### src/rtl/pdx_defs.svh
// Constants of the message exchange and role policy block
`ifndef PDX_DEFS_SVH
`define PDX_DEFS_SVH

// ****************************************
// Message fields
// ****************************************
`define PDX_DATA_W      10
`define PDX_ID_W        3
`define PDX_SOP_W       2
`define PDX_SOP_NUM     3
`define PDX_CRC_W       8
`define PDX_CRC_POLY    8'h07
`define PDX_CRC_INIT    8'hFF
`define PDX_ID_RST      3'h0

// ****************************************
// Timing
// ****************************************
`define PDX_CLK_NS      10
`define PDX_ACK_WAIT_NS 1000
`define PDX_ACK_CYCLES  ((`PDX_ACK_WAIT_NS + `PDX_CLK_NS - 1) / `PDX_CLK_NS)
`define PDX_RETRY_LIMIT 3
`define PDX_TMR_W       12
`define PDX_RTY_W       3

`endif

### src/rtl/pdx_pkg.sv
// Types and shared functions of the message exchange block
package pdx_pkg;
`include "pdx_defs.svh"

    // ****************************************
    // Message layout
    // ****************************************
    typedef struct packed {
        logic [`PDX_SOP_W-1:0]  sop;
        logic                   isAck;
        logic [`PDX_ID_W-1:0]   msgId;
        logic [`PDX_DATA_W-1:0] data;
    } pdx_body_t;

    typedef struct packed {
        logic [`PDX_CRC_W-1:0] crc;
        pdx_body_t             body;
    } pdx_word_t;

    typedef logic [`PDX_SOP_NUM-1:0][`PDX_ID_W-1:0] pdx_ids_t;

    // ****************************************
    // States
    // ****************************************
    typedef enum logic {
        PDX_TX_IDLE = 1'b0,
        PDX_TX_WAIT = 1'b1
    } pdx_tx_e_t;

    typedef enum logic [1:0] {
        PDX_DB_IDLE   = 2'b00,
        PDX_DB_SINK   = 2'b01,
        PDX_DB_PROBE  = 2'b10,
        PDX_DB_SOURCE = 2'b11
    } pdx_db_e_t;

    // ****************************************
    // Shared functions
    // ****************************************
    // Bitwise CRC over the message body
    function automatic logic [`PDX_CRC_W-1:0] pdx_crc(input pdx_body_t b);
        logic [`PDX_CRC_W-1:0] c;
        logic [15:0]           d;
        logic                  fb;
        c = `PDX_CRC_INIT;
        d = b;
        for (int i = 15; i >= 0; i--)
        begin
            fb = c[7] ^ d[i];
            c  = {c[6:0], 1'b0} ^ (fb ? `PDX_CRC_POLY : 8'h00);
        end
        return c;
    endfunction

    function automatic pdx_word_t pdx_frame(input pdx_body_t b);
        return {pdx_crc(b), b};
    endfunction

    function automatic logic pdx_crc_ok(input pdx_word_t w);
        return w.crc == pdx_crc(w.body);
    endfunction

    // Swap decision; equal supplies are denied to stop swap ping-pong
    function automatic logic pdx_swap_ok(input logic localExt,
                                         input logic peerExt,
                                         input logic peerCanMeet);
        return !localExt && peerExt && peerCanMeet;
    endfunction

    // ****************************************
    // Module state
    // ****************************************
    typedef struct packed {
        pdx_tx_e_t             txSt;
        logic [1:0]            sop;
        pdx_word_t             msg;
        logic                  msgValid;
        pdx_ids_t              txId;
        logic [`PDX_TMR_W-1:0] tmr;
        logic [`PDX_RTY_W-1:0] rty;
        logic                  busy;
        logic                  done;
        logic [1:0]            doneSop;
        logic                  fail;
        logic                  swapAccept;
        logic                  swapDeny;
        logic [4:0]            sync1;
        logic [4:0]            sync2;
        pdx_db_e_t             dbSt;
        logic                  roleSink;
        logic                  roleSource;
        logic                  driveSafeDb;
        logic                  driveSafe5v;
        logic                  commFromBus;
        logic                  attachPrev;
        logic                  attachChange;
        logic [9:0]            capsPrev;
        logic                  capsChange;
        logic                  supplyPrev;
        logic                  transDone;
        logic                  reqValid;
        logic [9:0]            reqCurrent;
        logic                  morePower;
    } pdx_dev_st_t;

    typedef struct packed {
        logic [`PDX_SOP_NUM-1:0] seen;
        pdx_ids_t                lastId;
        logic                    ackValid;
        pdx_word_t               ackWord;
        logic                    rxValid;
        logic [1:0]              rxSop;
        logic [9:0]              rxData;
        logic                    rxRetry;
        logic                    rxCrcErr;
        logic                    swapAccept;
        logic                    swapDeny;
    } pdx_far_st_t;

endpackage

### src/rtl/pdx_link_if.sv
// Link between the device end and the far end
interface pdx_link_if
    import pdx_pkg::*;
();
    // Message from device end, acknowledge from far end
    logic      msgValid;
    pdx_word_t msgWord;
    logic      ackValid;
    pdx_word_t ackWord;

    modport dev (output msgValid, output msgWord, input ackValid, input ackWord);
    modport far (input msgValid, input msgWord, output ackValid, output ackWord);
endinterface

### src/rtl/pdx_dev_end.sv
// Device end: sender, role swap, dead battery takeover, policy manager
`include "pdx_defs.svh"
module pdx_dev_end
    import pdx_pkg::*;
#(
    parameter int ACK_CYCLES  = `PDX_ACK_CYCLES,
    parameter int RETRY_LIMIT = `PDX_RETRY_LIMIT
)
(
    // Clock and reset
    input  wire logic        core_clk,
    input  wire logic        reset_n,
    // Link
    pdx_link_if.dev          link,
    // Policy engine send port
    input  wire logic        sendReq,
    input  wire logic [1:0]  sendSop,
    input  wire logic [9:0]  sendData,
    output logic             sendBusy,
    output logic             sendDone,
    output logic [1:0]       doneSop,
    output logic             sendFail,
    // Role swap request from the partner
    input  wire logic        swapReq,
    input  wire logic        localExt,
    input  wire logic        peerExt,
    input  wire logic        peerCanMeet,
    output logic             swapAccept,
    output logic             swapDeny,
    // Dead battery pins
    input  wire logic        srcDefault,
    input  wire logic        vbusPresent,
    input  wire logic        batteryDead,
    input  wire logic        peerDbCapable,
    input  wire logic        bitStreamSeen,
    output logic             roleSink,
    output logic             roleSource,
    output logic             driveSafeDb,
    output logic             driveSafe5v,
    output logic             commFromBus,
    // Source side policy manager
    input  wire logic        attached,
    input  wire logic [9:0]  srcCaps,
    input  wire logic        supplyReady,
    output logic             attachChange,
    output logic             capsChange,
    output logic             transDone,
    // Sink side policy manager
    input  wire logic        offerValid,
    input  wire logic [9:0]  offerCurrent,
    input  wire logic [9:0]  needCurrent,
    output logic             reqValid,
    output logic [9:0]       reqCurrent,
    output logic             morePower
);

    // ****************************************
    // Constants and state
    // ****************************************
    localparam logic [`PDX_TMR_W-1:0] ACK_T = `PDX_TMR_W'(ACK_CYCLES - 1);
    localparam logic [`PDX_RTY_W-1:0] RTY_T = `PDX_RTY_W'(RETRY_LIMIT);

    pdx_dev_st_t st;
    pdx_dev_st_t next_st;
    pdx_body_t   ackBody;
    logic        ackGood;
    logic        pinSrcDef;
    logic        pinVbus;
    logic        pinBattDead;
    logic        pinPeerDb;
    logic        pinBitStream;

    // Synchronised pin levels, second stage only
    assign {pinSrcDef, pinVbus, pinBattDead, pinPeerDb, pinBitStream} = st.sync2;

    // Acknowledge must match the pending frame's start type and tag
    assign ackBody = link.ackWord.body;
    assign ackGood = link.ackValid && pdx_crc_ok(link.ackWord) && ackBody.isAck
                     && ackBody.sop == st.sop
                     && ackBody.msgId == st.txId[st.sop];

    // Next state
    always_comb
    begin
        next_st              = st;
        next_st.msgValid     = 1'b0;
        next_st.done         = 1'b0;
        next_st.fail         = 1'b0;
        next_st.swapAccept   = 1'b0;
        next_st.swapDeny     = 1'b0;
        next_st.attachChange = 1'b0;
        next_st.capsChange   = 1'b0;
        next_st.transDone    = 1'b0;
        next_st.reqValid     = 1'b0;

        // ****************************************
        // Message sender
        // ****************************************
        // Each start type keeps its own sequence counter
        unique case (st.txSt)
            PDX_TX_IDLE:
            begin
                // Requests for an unknown start type are dropped
                if (sendReq && sendSop < 2'(`PDX_SOP_NUM))
                begin
                    next_st.sop      = sendSop;
                    next_st.msg      = pdx_frame({sendSop, 1'b0, st.txId[sendSop],
                                                  sendData});
                    next_st.msgValid = 1'b1;
                    next_st.tmr      = ACK_T;
                    next_st.rty      = '0;
                    next_st.txSt     = PDX_TX_WAIT;
                end
            end
            PDX_TX_WAIT:
            begin
                if (ackGood)
                begin
                    next_st.txId[st.sop] = st.txId[st.sop] + `PDX_ID_W'(1);
                    next_st.done         = 1'b1;
                    next_st.doneSop      = st.sop;
                    next_st.txSt         = PDX_TX_IDLE;
                end
                else if (st.tmr != '0)
                begin
                    next_st.tmr = st.tmr - `PDX_TMR_W'(1);
                end
                else if (st.rty < RTY_T)
                begin
                    // Same frame, same tag, so the receiver can spot it
                    next_st.rty      = st.rty + `PDX_RTY_W'(1);
                    next_st.msgValid = 1'b1;
                    next_st.tmr      = ACK_T;
                end
                else
                begin
                    next_st.fail = 1'b1;
                    next_st.txSt = PDX_TX_IDLE;
                end
            end
        endcase
        next_st.busy = next_st.txSt == PDX_TX_WAIT;

        // ****************************************
        // Power role swap decision
        // ****************************************
        if (swapReq)
        begin
            next_st.swapAccept = pdx_swap_ok(localExt, peerExt, peerCanMeet);
            next_st.swapDeny   = !pdx_swap_ok(localExt, peerExt, peerCanMeet);
        end

        // ****************************************
        // Dead battery takeover
        // ****************************************
        next_st.sync1 = {srcDefault, vbusPresent, batteryDead, peerDbCapable,
                         bitStreamSeen};
        next_st.sync2 = st.sync1;
        unique case (st.dbSt)
            PDX_DB_IDLE:
            begin
                if (pinSrcDef && pinVbus && pinBattDead)
                    next_st.dbSt = PDX_DB_SINK;
                else if (!pinSrcDef && pinPeerDb && !pinVbus)
                    next_st.dbSt = PDX_DB_PROBE;
            end
            PDX_DB_SINK:
            begin
                // Bus gone means the back power is gone too
                if (!pinVbus)
                    next_st.dbSt = PDX_DB_IDLE;
            end
            PDX_DB_PROBE:
            begin
                if (pinBitStream)
                    next_st.dbSt = PDX_DB_SOURCE;
                else if (!pinPeerDb)
                    next_st.dbSt = PDX_DB_IDLE;
            end
            PDX_DB_SOURCE:
            begin
                if (!pinPeerDb)
                    next_st.dbSt = PDX_DB_IDLE;
            end
        endcase
        // Role outputs follow the state, no swap message involved
        next_st.roleSink    = next_st.dbSt == PDX_DB_SINK;
        next_st.commFromBus = next_st.dbSt == PDX_DB_SINK;
        next_st.driveSafeDb = next_st.dbSt == PDX_DB_PROBE;
        next_st.roleSource  = next_st.dbSt == PDX_DB_SOURCE;
        next_st.driveSafe5v = next_st.dbSt == PDX_DB_SOURCE;

        // ****************************************
        // Policy manager, this port's own interface
        // ****************************************
        next_st.attachPrev   = attached;
        next_st.attachChange = attached != st.attachPrev;
        next_st.capsPrev     = srcCaps;
        next_st.capsChange   = srcCaps != st.capsPrev;
        next_st.supplyPrev   = supplyReady;
        next_st.transDone    = supplyReady && !st.supplyPrev;
        if (offerValid)
        begin
            // Ask for what is needed, capped at what is offered
            next_st.reqValid   = 1'b1;
            next_st.reqCurrent = (needCurrent > offerCurrent) ? offerCurrent
                                                              : needCurrent;
            next_st.morePower  = needCurrent > offerCurrent;
        end
    end

    // Register
    always_ff @(posedge core_clk or negedge reset_n)
    begin
        if (!reset_n)
            st <= '0;
        else
            st <= next_st;
    end

    // ****************************************
    // Outputs
    // ****************************************
    assign link.msgValid = st.msgValid;
    assign link.msgWord  = st.msg;
    assign sendBusy      = st.busy;
    assign sendDone      = st.done;
    assign doneSop       = st.doneSop;
    assign sendFail      = st.fail;
    assign swapAccept    = st.swapAccept;
    assign swapDeny      = st.swapDeny;
    assign roleSink      = st.roleSink;
    assign roleSource    = st.roleSource;
    assign driveSafeDb   = st.driveSafeDb;
    assign driveSafe5v   = st.driveSafe5v;
    assign commFromBus   = st.commFromBus;
    assign attachChange  = st.attachChange;
    assign capsChange    = st.capsChange;
    assign transDone     = st.transDone;
    assign reqValid      = st.reqValid;
    assign reqCurrent    = st.reqCurrent;
    assign morePower     = st.morePower;

endmodule

### src/flat_wrapper.sv
// flat-port wrapper written by rule: the top's interface ports become plain ports
module pdx_dev_end_flat import pdx_pkg::*;
#(
    parameter int ACK_CYCLES  = `PDX_ACK_CYCLES,
    parameter int RETRY_LIMIT = `PDX_RETRY_LIMIT
)
  (core_clk, reset_n, sendReq, sendSop, sendData, sendBusy, sendDone, doneSop, sendFail, swapReq, localExt, peerExt, peerCanMeet, swapAccept, swapDeny, srcDefault, vbusPresent, batteryDead, peerDbCapable, bitStreamSeen, roleSink, roleSource, driveSafeDb, driveSafe5v, commFromBus, attached, srcCaps, supplyReady, attachChange, capsChange, transDone, offerValid, offerCurrent, needCurrent, reqValid, reqCurrent, morePower, link_msgValid, link_msgWord, link_ackValid, link_ackWord);
  pdx_link_if link_i ();
  input  wire logic core_clk;
  input  wire logic reset_n;
  input  wire logic sendReq;
  input  wire logic [1:0] sendSop;
  input  wire logic [9:0] sendData;
  output logic sendBusy;
  output logic sendDone;
  output logic [1:0] doneSop;
  output logic sendFail;
  input  wire logic swapReq;
  input  wire logic localExt;
  input  wire logic peerExt;
  input  wire logic peerCanMeet;
  output logic swapAccept;
  output logic swapDeny;
  input  wire logic srcDefault;
  input  wire logic vbusPresent;
  input  wire logic batteryDead;
  input  wire logic peerDbCapable;
  input  wire logic bitStreamSeen;
  output logic roleSink;
  output logic roleSource;
  output logic driveSafeDb;
  output logic driveSafe5v;
  output logic commFromBus;
  input  wire logic attached;
  input  wire logic [9:0] srcCaps;
  input  wire logic supplyReady;
  output logic attachChange;
  output logic capsChange;
  output logic transDone;
  input  wire logic offerValid;
  input  wire logic [9:0] offerCurrent;
  input  wire logic [9:0] needCurrent;
  output logic reqValid;
  output logic [9:0] reqCurrent;
  output logic morePower;
  output wire logic [$bits(link_i.msgValid)-1:0] link_msgValid;
  output wire logic [$bits(link_i.msgWord)-1:0] link_msgWord;
  input wire logic [$bits(link_i.ackValid)-1:0] link_ackValid;
  input wire logic [$bits(link_i.ackWord)-1:0] link_ackWord;
  assign link_msgValid = link_i.msgValid;
  assign link_msgWord = link_i.msgWord;
  assign link_i.ackValid = link_ackValid;
  assign link_i.ackWord = link_ackWord;
  pdx_dev_end #(.ACK_CYCLES(ACK_CYCLES), .RETRY_LIMIT(RETRY_LIMIT)) u_core (.core_clk(core_clk), .reset_n(reset_n), .link(link_i), .sendReq(sendReq), .sendSop(sendSop), .sendData(sendData), .sendBusy(sendBusy), .sendDone(sendDone), .doneSop(doneSop), .sendFail(sendFail), .swapReq(swapReq), .localExt(localExt), .peerExt(peerExt), .peerCanMeet(peerCanMeet), .swapAccept(swapAccept), .swapDeny(swapDeny), .srcDefault(srcDefault), .vbusPresent(vbusPresent), .batteryDead(batteryDead), .peerDbCapable(peerDbCapable), .bitStreamSeen(bitStreamSeen), .roleSink(roleSink), .roleSource(roleSource), .driveSafeDb(driveSafeDb), .driveSafe5v(driveSafe5v), .commFromBus(commFromBus), .attached(attached), .srcCaps(srcCaps), .supplyReady(supplyReady), .attachChange(attachChange), .capsChange(capsChange), .transDone(transDone), .offerValid(offerValid), .offerCurrent(offerCurrent), .needCurrent(needCurrent), .reqValid(reqValid), .reqCurrent(reqCurrent), .morePower(morePower));
endmodule
### config.mk
export PLATFORM = sky130hd
export DESIGN_NAME = pdx_dev_end_flat
export DESIGN_NICKNAME = d
export VERILOG_FILES = /design/src/rtl/pdx_pkg.sv /design/src/rtl/pdx_link_if.sv /design/src/rtl/pdx_dev_end.sv /design/src/flat_wrapper.sv
export VERILOG_INCLUDE_DIRS = /design/src /design/src/rtl
export SDC_FILE = /design/constraint.sdc
export NUM_CORES = 1
export LEC_CHECK = 0
export BUFFER_PORTS_ARGS = -buffer_cell sky130_fd_sc_hd__buf_2
export CORE_ASPECT_RATIO = 0.6
export CORE_MARGIN = 2
export CORE_UTILIZATION = 55
export CTS_CLUSTER_SIZE = 28
export DETAILED_ROUTE_END_ITERATION = 12
export PLACE_DENSITY_LB_ADDON = 0.25
export SLEW_MARGIN = 20
export SYNTH_ARGS = -nofsm -noshare
export SYNTH_HDL_FRONTEND = slang
export SYNTH_SLANG_ARGS = --single-unit
### constraint.sdc
create_clock -name core_clk -period 6.8 [get_ports core_clk]
set_input_delay 0.68 -clock core_clk [delete_from_list [all_inputs] [get_ports core_clk]]
set_output_delay 0.68 -clock core_clk [all_outputs]
set_load 0.01 [all_outputs]
---- Word level (Yosys, flattened, before mapping) ----
Cells that the tools add are included.
word-level totals
  flip-flop bits (word level) ............. 97
  output and inout bits ................... 52
  word-level logic and storage cells ...... 209
operators by class
  add/sub/neg operators ................... 3
  $lt $le $gt $ge ......................... 6
  equality and inequality tests ........... 16
  muxes and demuxes ....................... 67
  bitwise gates (word level) .............. 62
  reductions and logical operators ........ 24
operators by type and width
  kind                                                                          number
  8-bit XOR                                                                     30
  3-bit 2-to-1 mux                                                              37
  15-bit 2-to-1 mux                                                             3
  15-bit one-hot mux with 2 select lines                                        1
  1-bit XOR                                                                     29
  28-bit 2-to-1 mux                                                             1
  12-bit 2-to-1 mux                                                             2
  7-bit NOT                                                                     2
  1-bit logical AND                                                             13
  3-bit binary-select mux with 2-bit select                                     2
  2-bit 2-to-1 mux                                                              6
  12-bit nonzero test                                                           1
  12-bit by 1-bit subtractor with 12-bit output, second input constant          1
  10-bit > comparator                                                           1
  10-bit 2-to-1 mux                                                             1
  10-bit != test                                                                1
  9-bit bitwise mux                                                             1
  2-bit == test, second input constant                                          4
  8-bit == test                                                                 1
  1-bit 2-to-1 mux                                                              8
  2-bit one-hot mux with 4 select lines                                         1
  3-bit by 1-bit adder with 3-bit output, second input constant                 2
  3-bit demux with 2-bit select                                                 1
  2-bit by 3-bit less-than comparator with 1-bit output, second input constant  2
  other kinds (18)                                                              27

---- Logic depth before layout (Yosys ltp) ----
  depth after elaboration ................. 54
  gate-level depth with buffers ........... 11
  gate-level depth less buffers ........... 10

---- Least setup slack after synthesis ----
Ideal clock, no wire load.
  path type ............................... input port to flip-flop
  start point ............................. input link_ackWord[13]
  end point ............................... register u_core.st[67] (netlist bit)
  setup time .............................. 0.125 ns
  arrival ................................. 2.905 ns
  required time ........................... 6.675 ns
  setup slack ............................. 3.770 ns
  stages on the path ...................... 8
  buffers on the path ..................... 0
  cells stage by stage .................... xor2_1 xnor3_1 xnor2_1 or2_1 nor4b_4 nand2_2 or3_4 mux2_4
between the ends
  word-level cells in the longest chain between the ends .. 26
ends and longest elaborated chain
  what                                                  RTL line                      source
  start: declaration                                    flat_wrapper.sv:49            input wire logic [$bits(link_i.ackWord)-1:0] link_ackWord;
  1-bit XOR                                             pdx_pkg.sv:49                 fb = c[7] ^ d[i];
  3-bit 2-to-1 mux                                      pdx_pkg.sv:50                 c = {c[6:0], 1'b0} ^ (fb ? `PDX_CRC_POLY : 8'h00);
  8-bit XOR (6 in a row)                                pdx_pkg.sv:50
  1-bit XOR / 8-bit XOR (equally long branches)         pdx_pkg.sv:49, pdx_pkg.sv:50
  3-bit 2-to-1 mux / 1-bit XOR (equally long branches)  pdx_pkg.sv:50, pdx_pkg.sv:49
  8-bit XOR / 3-bit 2-to-1 mux (equally long branches)  pdx_pkg.sv:50
  8-bit XOR (5 in a row)                                pdx_pkg.sv:50
  8-bit XOR / 1-bit XOR (equally long branches)         pdx_pkg.sv:50, pdx_pkg.sv:49
  1-bit XOR / 3-bit 2-to-1 mux (equally long branches)  pdx_pkg.sv:49, pdx_pkg.sv:50
  3-bit 2-to-1 mux / 8-bit XOR (equally long branches)  pdx_pkg.sv:50
  8-bit XOR                                             pdx_pkg.sv:50
  8-bit == test                                         pdx_pkg.sv:60                 return w.crc == pdx_crc(w.body);
  1-bit logical AND                                     pdx_dev_end.sv:78             assign ackGood = link.ackValid && pdx_crc_ok(link.ackWord) && ackBody.isAck
  1-bit logical AND (*)                                 pdx_dev_end.sv:78
  1-bit logical AND (*)                                 pdx_dev_end.sv:79             && ackBody.sop == st.sop
  1-bit logical AND (*)                                 pdx_dev_end.sv:80             && ackBody.msgId == st.txId[st.sop];
  2-bit AND reduction (no line) (*)                     --
  end signal: assignment                                pdx_dev_end.sv:218            st <= next_st;
  end: declaration                                      pdx_dev_end.sv:63             pdx_dev_st_t st;
Mark *: on every way between the ends. The rest lies on a longest branch, timed or not.
A chain may end at the register's enable or synchronous reset.

---- Worst setup path after layout ----
  start point ............................. register u_core.st[101] (netlist bit)
  end point ............................... register u_core.st[67] (netlist bit)
between the ends
  word-level cells in the longest chain between the ends .. 5
ends and longest elaborated chain
  what                                                                                 RTL line                               source
  2-bit by 3-bit less-than comparator with 1-bit output, or another cell as far along  pdx_dev_end.sv:119                     next_st.txId[st.sop] = st.txId[st.sop] + `PDX_ID_W'(1);
  1-bit logical AND / 3-bit 2-to-1 mux (equally long branches)                         pdx_dev_end.sv:119, pdx_dev_end.sv:80
  3-bit 2-to-1 mux / 3-bit == test (equally long branches)                             pdx_dev_end.sv:119, pdx_dev_end.sv:80
  3-bit demux with 2-bit select / 1-bit logical AND (equally long branches)            --
  9-bit bitwise mux / 2-bit AND reduction (equally long branches)                      --
Parallel ways exist; a longest one is shown, timed or not. The select of a mux whose other input is x is not followed.

==> reports/results.ini <==
[route]
dr_wl_met3_um = 822
maxUsedRoutingLayer = met4
viasPerCell = 5.38
via_count = 3978
ant_nets = 0
drcViolationCount = 0
dr.pass1.iters = 5
met2_wirelength_um = 5130
drt_iter0_drc = 201
totalWireLength_um = 11800
wl_met1_um = 5710
wl_per_cell_um = 15.9

[floorplanning]
core_um2 = 9320
fp.dieArea_um2 = 10600
die_x_um = 132
ios = 134
die_h_um = 80.5
start_util = 0.576
std_cell_rows = 27

[synth]
synthDistinctLibCells = 55
synth_area_per_cell_um2 = 10.3
synth_cells = 520
ys_async_sr_fraction = 1.00
synth_edf_count = 0
syn_area_um2 = 5370
ys_seq_elements = 97
yosys_warnings = 0
synth_ff_type = dfrtp_1
synth_sequential_area_ratio = 0.452
syn_nets = 617

[clocking]
clk_latency_ps = 340
cts_hold_buffers = 0
cts_root_buf = clkbuf_16
post_cts_buffers = 0
numCtsBuffers = 9
post_cts_resized = 0
htreeDepth = 3
cts_tree = built
clock_sinks = 97
cts_buffer_depth = 2
cts.clk_slew.worst_paths_ps = 70

[critical_path]
start_kind = flip-flop
critPathCaptureType = flip-flop
crit_required_ps = 7020
path_class = flip-flop to flip-flop
reg2reg_slack_ps = 3550
critPathMaxFanout = 10
arrival_ps = 3480

[timing]
final_hold_viol_count = 0
fin_crit_sh = 0.478
fmax_mhz = 308
maxSlewHeadroom = 0.468
skew_ps = 5.47
tightest_slew_ps = 796
tns_ps = 0
rsz0062_at_grt = no
finalSetupViolCount = 0
final_max_slew_viol_count = 0
fin_crit_ps = 3250

[finish]
multi_input_area_um2 = 2470
register_area_um2 = 2430
fin_area_um2 = 6150
nNetsFinal = 702
antennaDiodeCount = 0
drive_gt1_frac = 0.289
area_growth_syn_to_layout_pct = 14.5
layout_common_cells = buf_2, dfrtp_1, nand2_1
fill_cells = 806
final_common_cell = buf_2

[min_path]
hp-class = primary input to async pin

[outcome]
status = finished, final reports clean

[power_and_ir_drop]
worst_ir_drop_vdd_v = 0.000175
p_comb_frac = 0.286
powerDensity_nw_per_um2 = 289
seq_power_share = 0.426
clkPwrFrac = 0.288
intPower_mw = 1.21
leakagePower_nw = 3.10
switchingPower_mw = 0.565
sw_frac_of_total = 0.318

[global_route]
overflow = 0
grt_pass1_wl_um = 19000
grt_start_max_net_pins = 53
grt_pass1_vias = 3758
grtUsageTotal = 0.230
antenna_found_initial = 0

[placed_design]
gp_congestion = 0.911
place_area_um2 = 5830
port_buffers = 132
dp_hpwl_um = 9090

[run]
drv_cap = 0

-- logic make-up (layout without fill, tap and decap cells) --
| kind of cell | Yosys count | after routing | share of synthesized area |
|---|---|---|---|
| adder cells (fa/ha/maj) | 15 | 15 | 0.0349 |
| other | 1 | 1 | 0.000698 |
| XOR/XNOR | 82 | 82 | 0.157 |
| multiplexers | 14 | 14 | 0.0291 |
| AO/OA/AOI/OAI | 74 | 74 | 0.0976 |
| buffers and inverters | 87 | 177 | 0.0899 |
| flip-flops | 97 | 97 | 0.452 |
| AND/OR/NAND/NOR | 150 | 150 | 0.139 |
-- per-layer routing --
metal	vias up	track usage
met3	12	0.0530
met2	138	0.336
li1	1887	-
met5	-	0
met1	1941	0.345
met4	0	0.0587
-- metrics by stage --
| step | total power [mW] | worst slack [ps] | hold WS, ps | utilization | instances |
|---|---|---|---|---|---|
| finish | 1.78 | 3550 | 328 | 0.659 | 740 |
| global placement | 1.25 | 3260 | 337 | 0.625 | 724 |
| floorplan | 1.16 | 3770 | 331 | - | 520 |
| detailed placement | 1.27 | 3160 | 336 | 0.625 | 724 |
| global route | 1.88 | 3380 | 364 | 0.659 | 740 |
| CTS | 1.79 | 3400 | 354 | 0.658 | 740 |
-- registers in the layout, indices dropped and copies added (netlist names), 2 cells and up --
signal,count
u_core.next_st,5
u_core.st,41
u_core.reqCurrent,10
u_core.doneSop,2
u_core.link.msgWord,21
-- critical path: stages (launching register included) --
cell	delay, ps
dfrtp_1	650
mux2i_1	260
o2bb2ai_1	140
xor2_1	170
or4_4	590
nor4b_4	490
nand2_2	130
or3_4	390
mux2_4	310
-- worst paths after layout --
check / start / end / depth (start not counted)
setup / recovery: u_core.st[101]$_DFFE_PN0P_ / u_core.st[67]$_DFFE_PN0P_ / 8
hold / removal: reset_n / u_core.st[68]$_DFFE_PN0P_ / 1
setup reg to reg: u_core.st[101]$_DFFE_PN0P_ / u_core.st[67]$_DFFE_PN0P_ / 8
hold reg to reg: u_core.next_st[36]$_DFF_PN0_ / u_core.pinBattDead$_DFF_PN0_ / 0
max in group asynchronous: reset_n / u_core.st[32]$_DFF_PN0_ / 2
min in group core_clk: u_core.next_st[36]$_DFF_PN0_ / u_core.pinBattDead$_DFF_PN0_ / 0
-- area by class of cell --
class / instances / area share
Clock buffer: 11 / 0.0395
Clock inverter: 5 / 0.0104
Inverter: 28 / 0.0171
Multi-Input combinational cell: 336 / 0.403
Sequential cell: 97 / 0.395
Tap cell: 130 / 0.0265
Timing Repair Buffer: 133 / 0.109
-- cells in the mapped netlist, types with 9 or more instances --
library cell | n | area (um2)
dfrtp_1 | 97 | 2430
nand2_1 | 83 | 312
xnor2_1 | 42 | 368
buf_4 | 39 | 293
xor2_1 | 30 | 263
inv_1 | 27 | 101
clkbuf_1 | 16 | 60.1
ha_1 | 15 | 188
o21ai_0 | 15 | 75.1
a21oi_1 | 13 | 65.1
nor2_1 | 10 | 37.5
o2111ai_1 | 10 | 87.6
o221ai_1 | 10 | 87.6
nand4_1 | 9 | 56.3
nor3_1 | 9 | 45.0
o21a_1 | 9 | 67.6
-- power groups by stage --
stage                     Sequential, mW  Combinational, mW  Clock (mW)
after detailed placement           0.765              0.507           0
after global routing               0.771              0.562       0.548
after CTS                          0.756              0.509       0.522
final                              0.758              0.508       0.511
after floorplan                    0.740              0.421           0
after global placement             0.761              0.487           0
(Power assumes the default switching activity.)
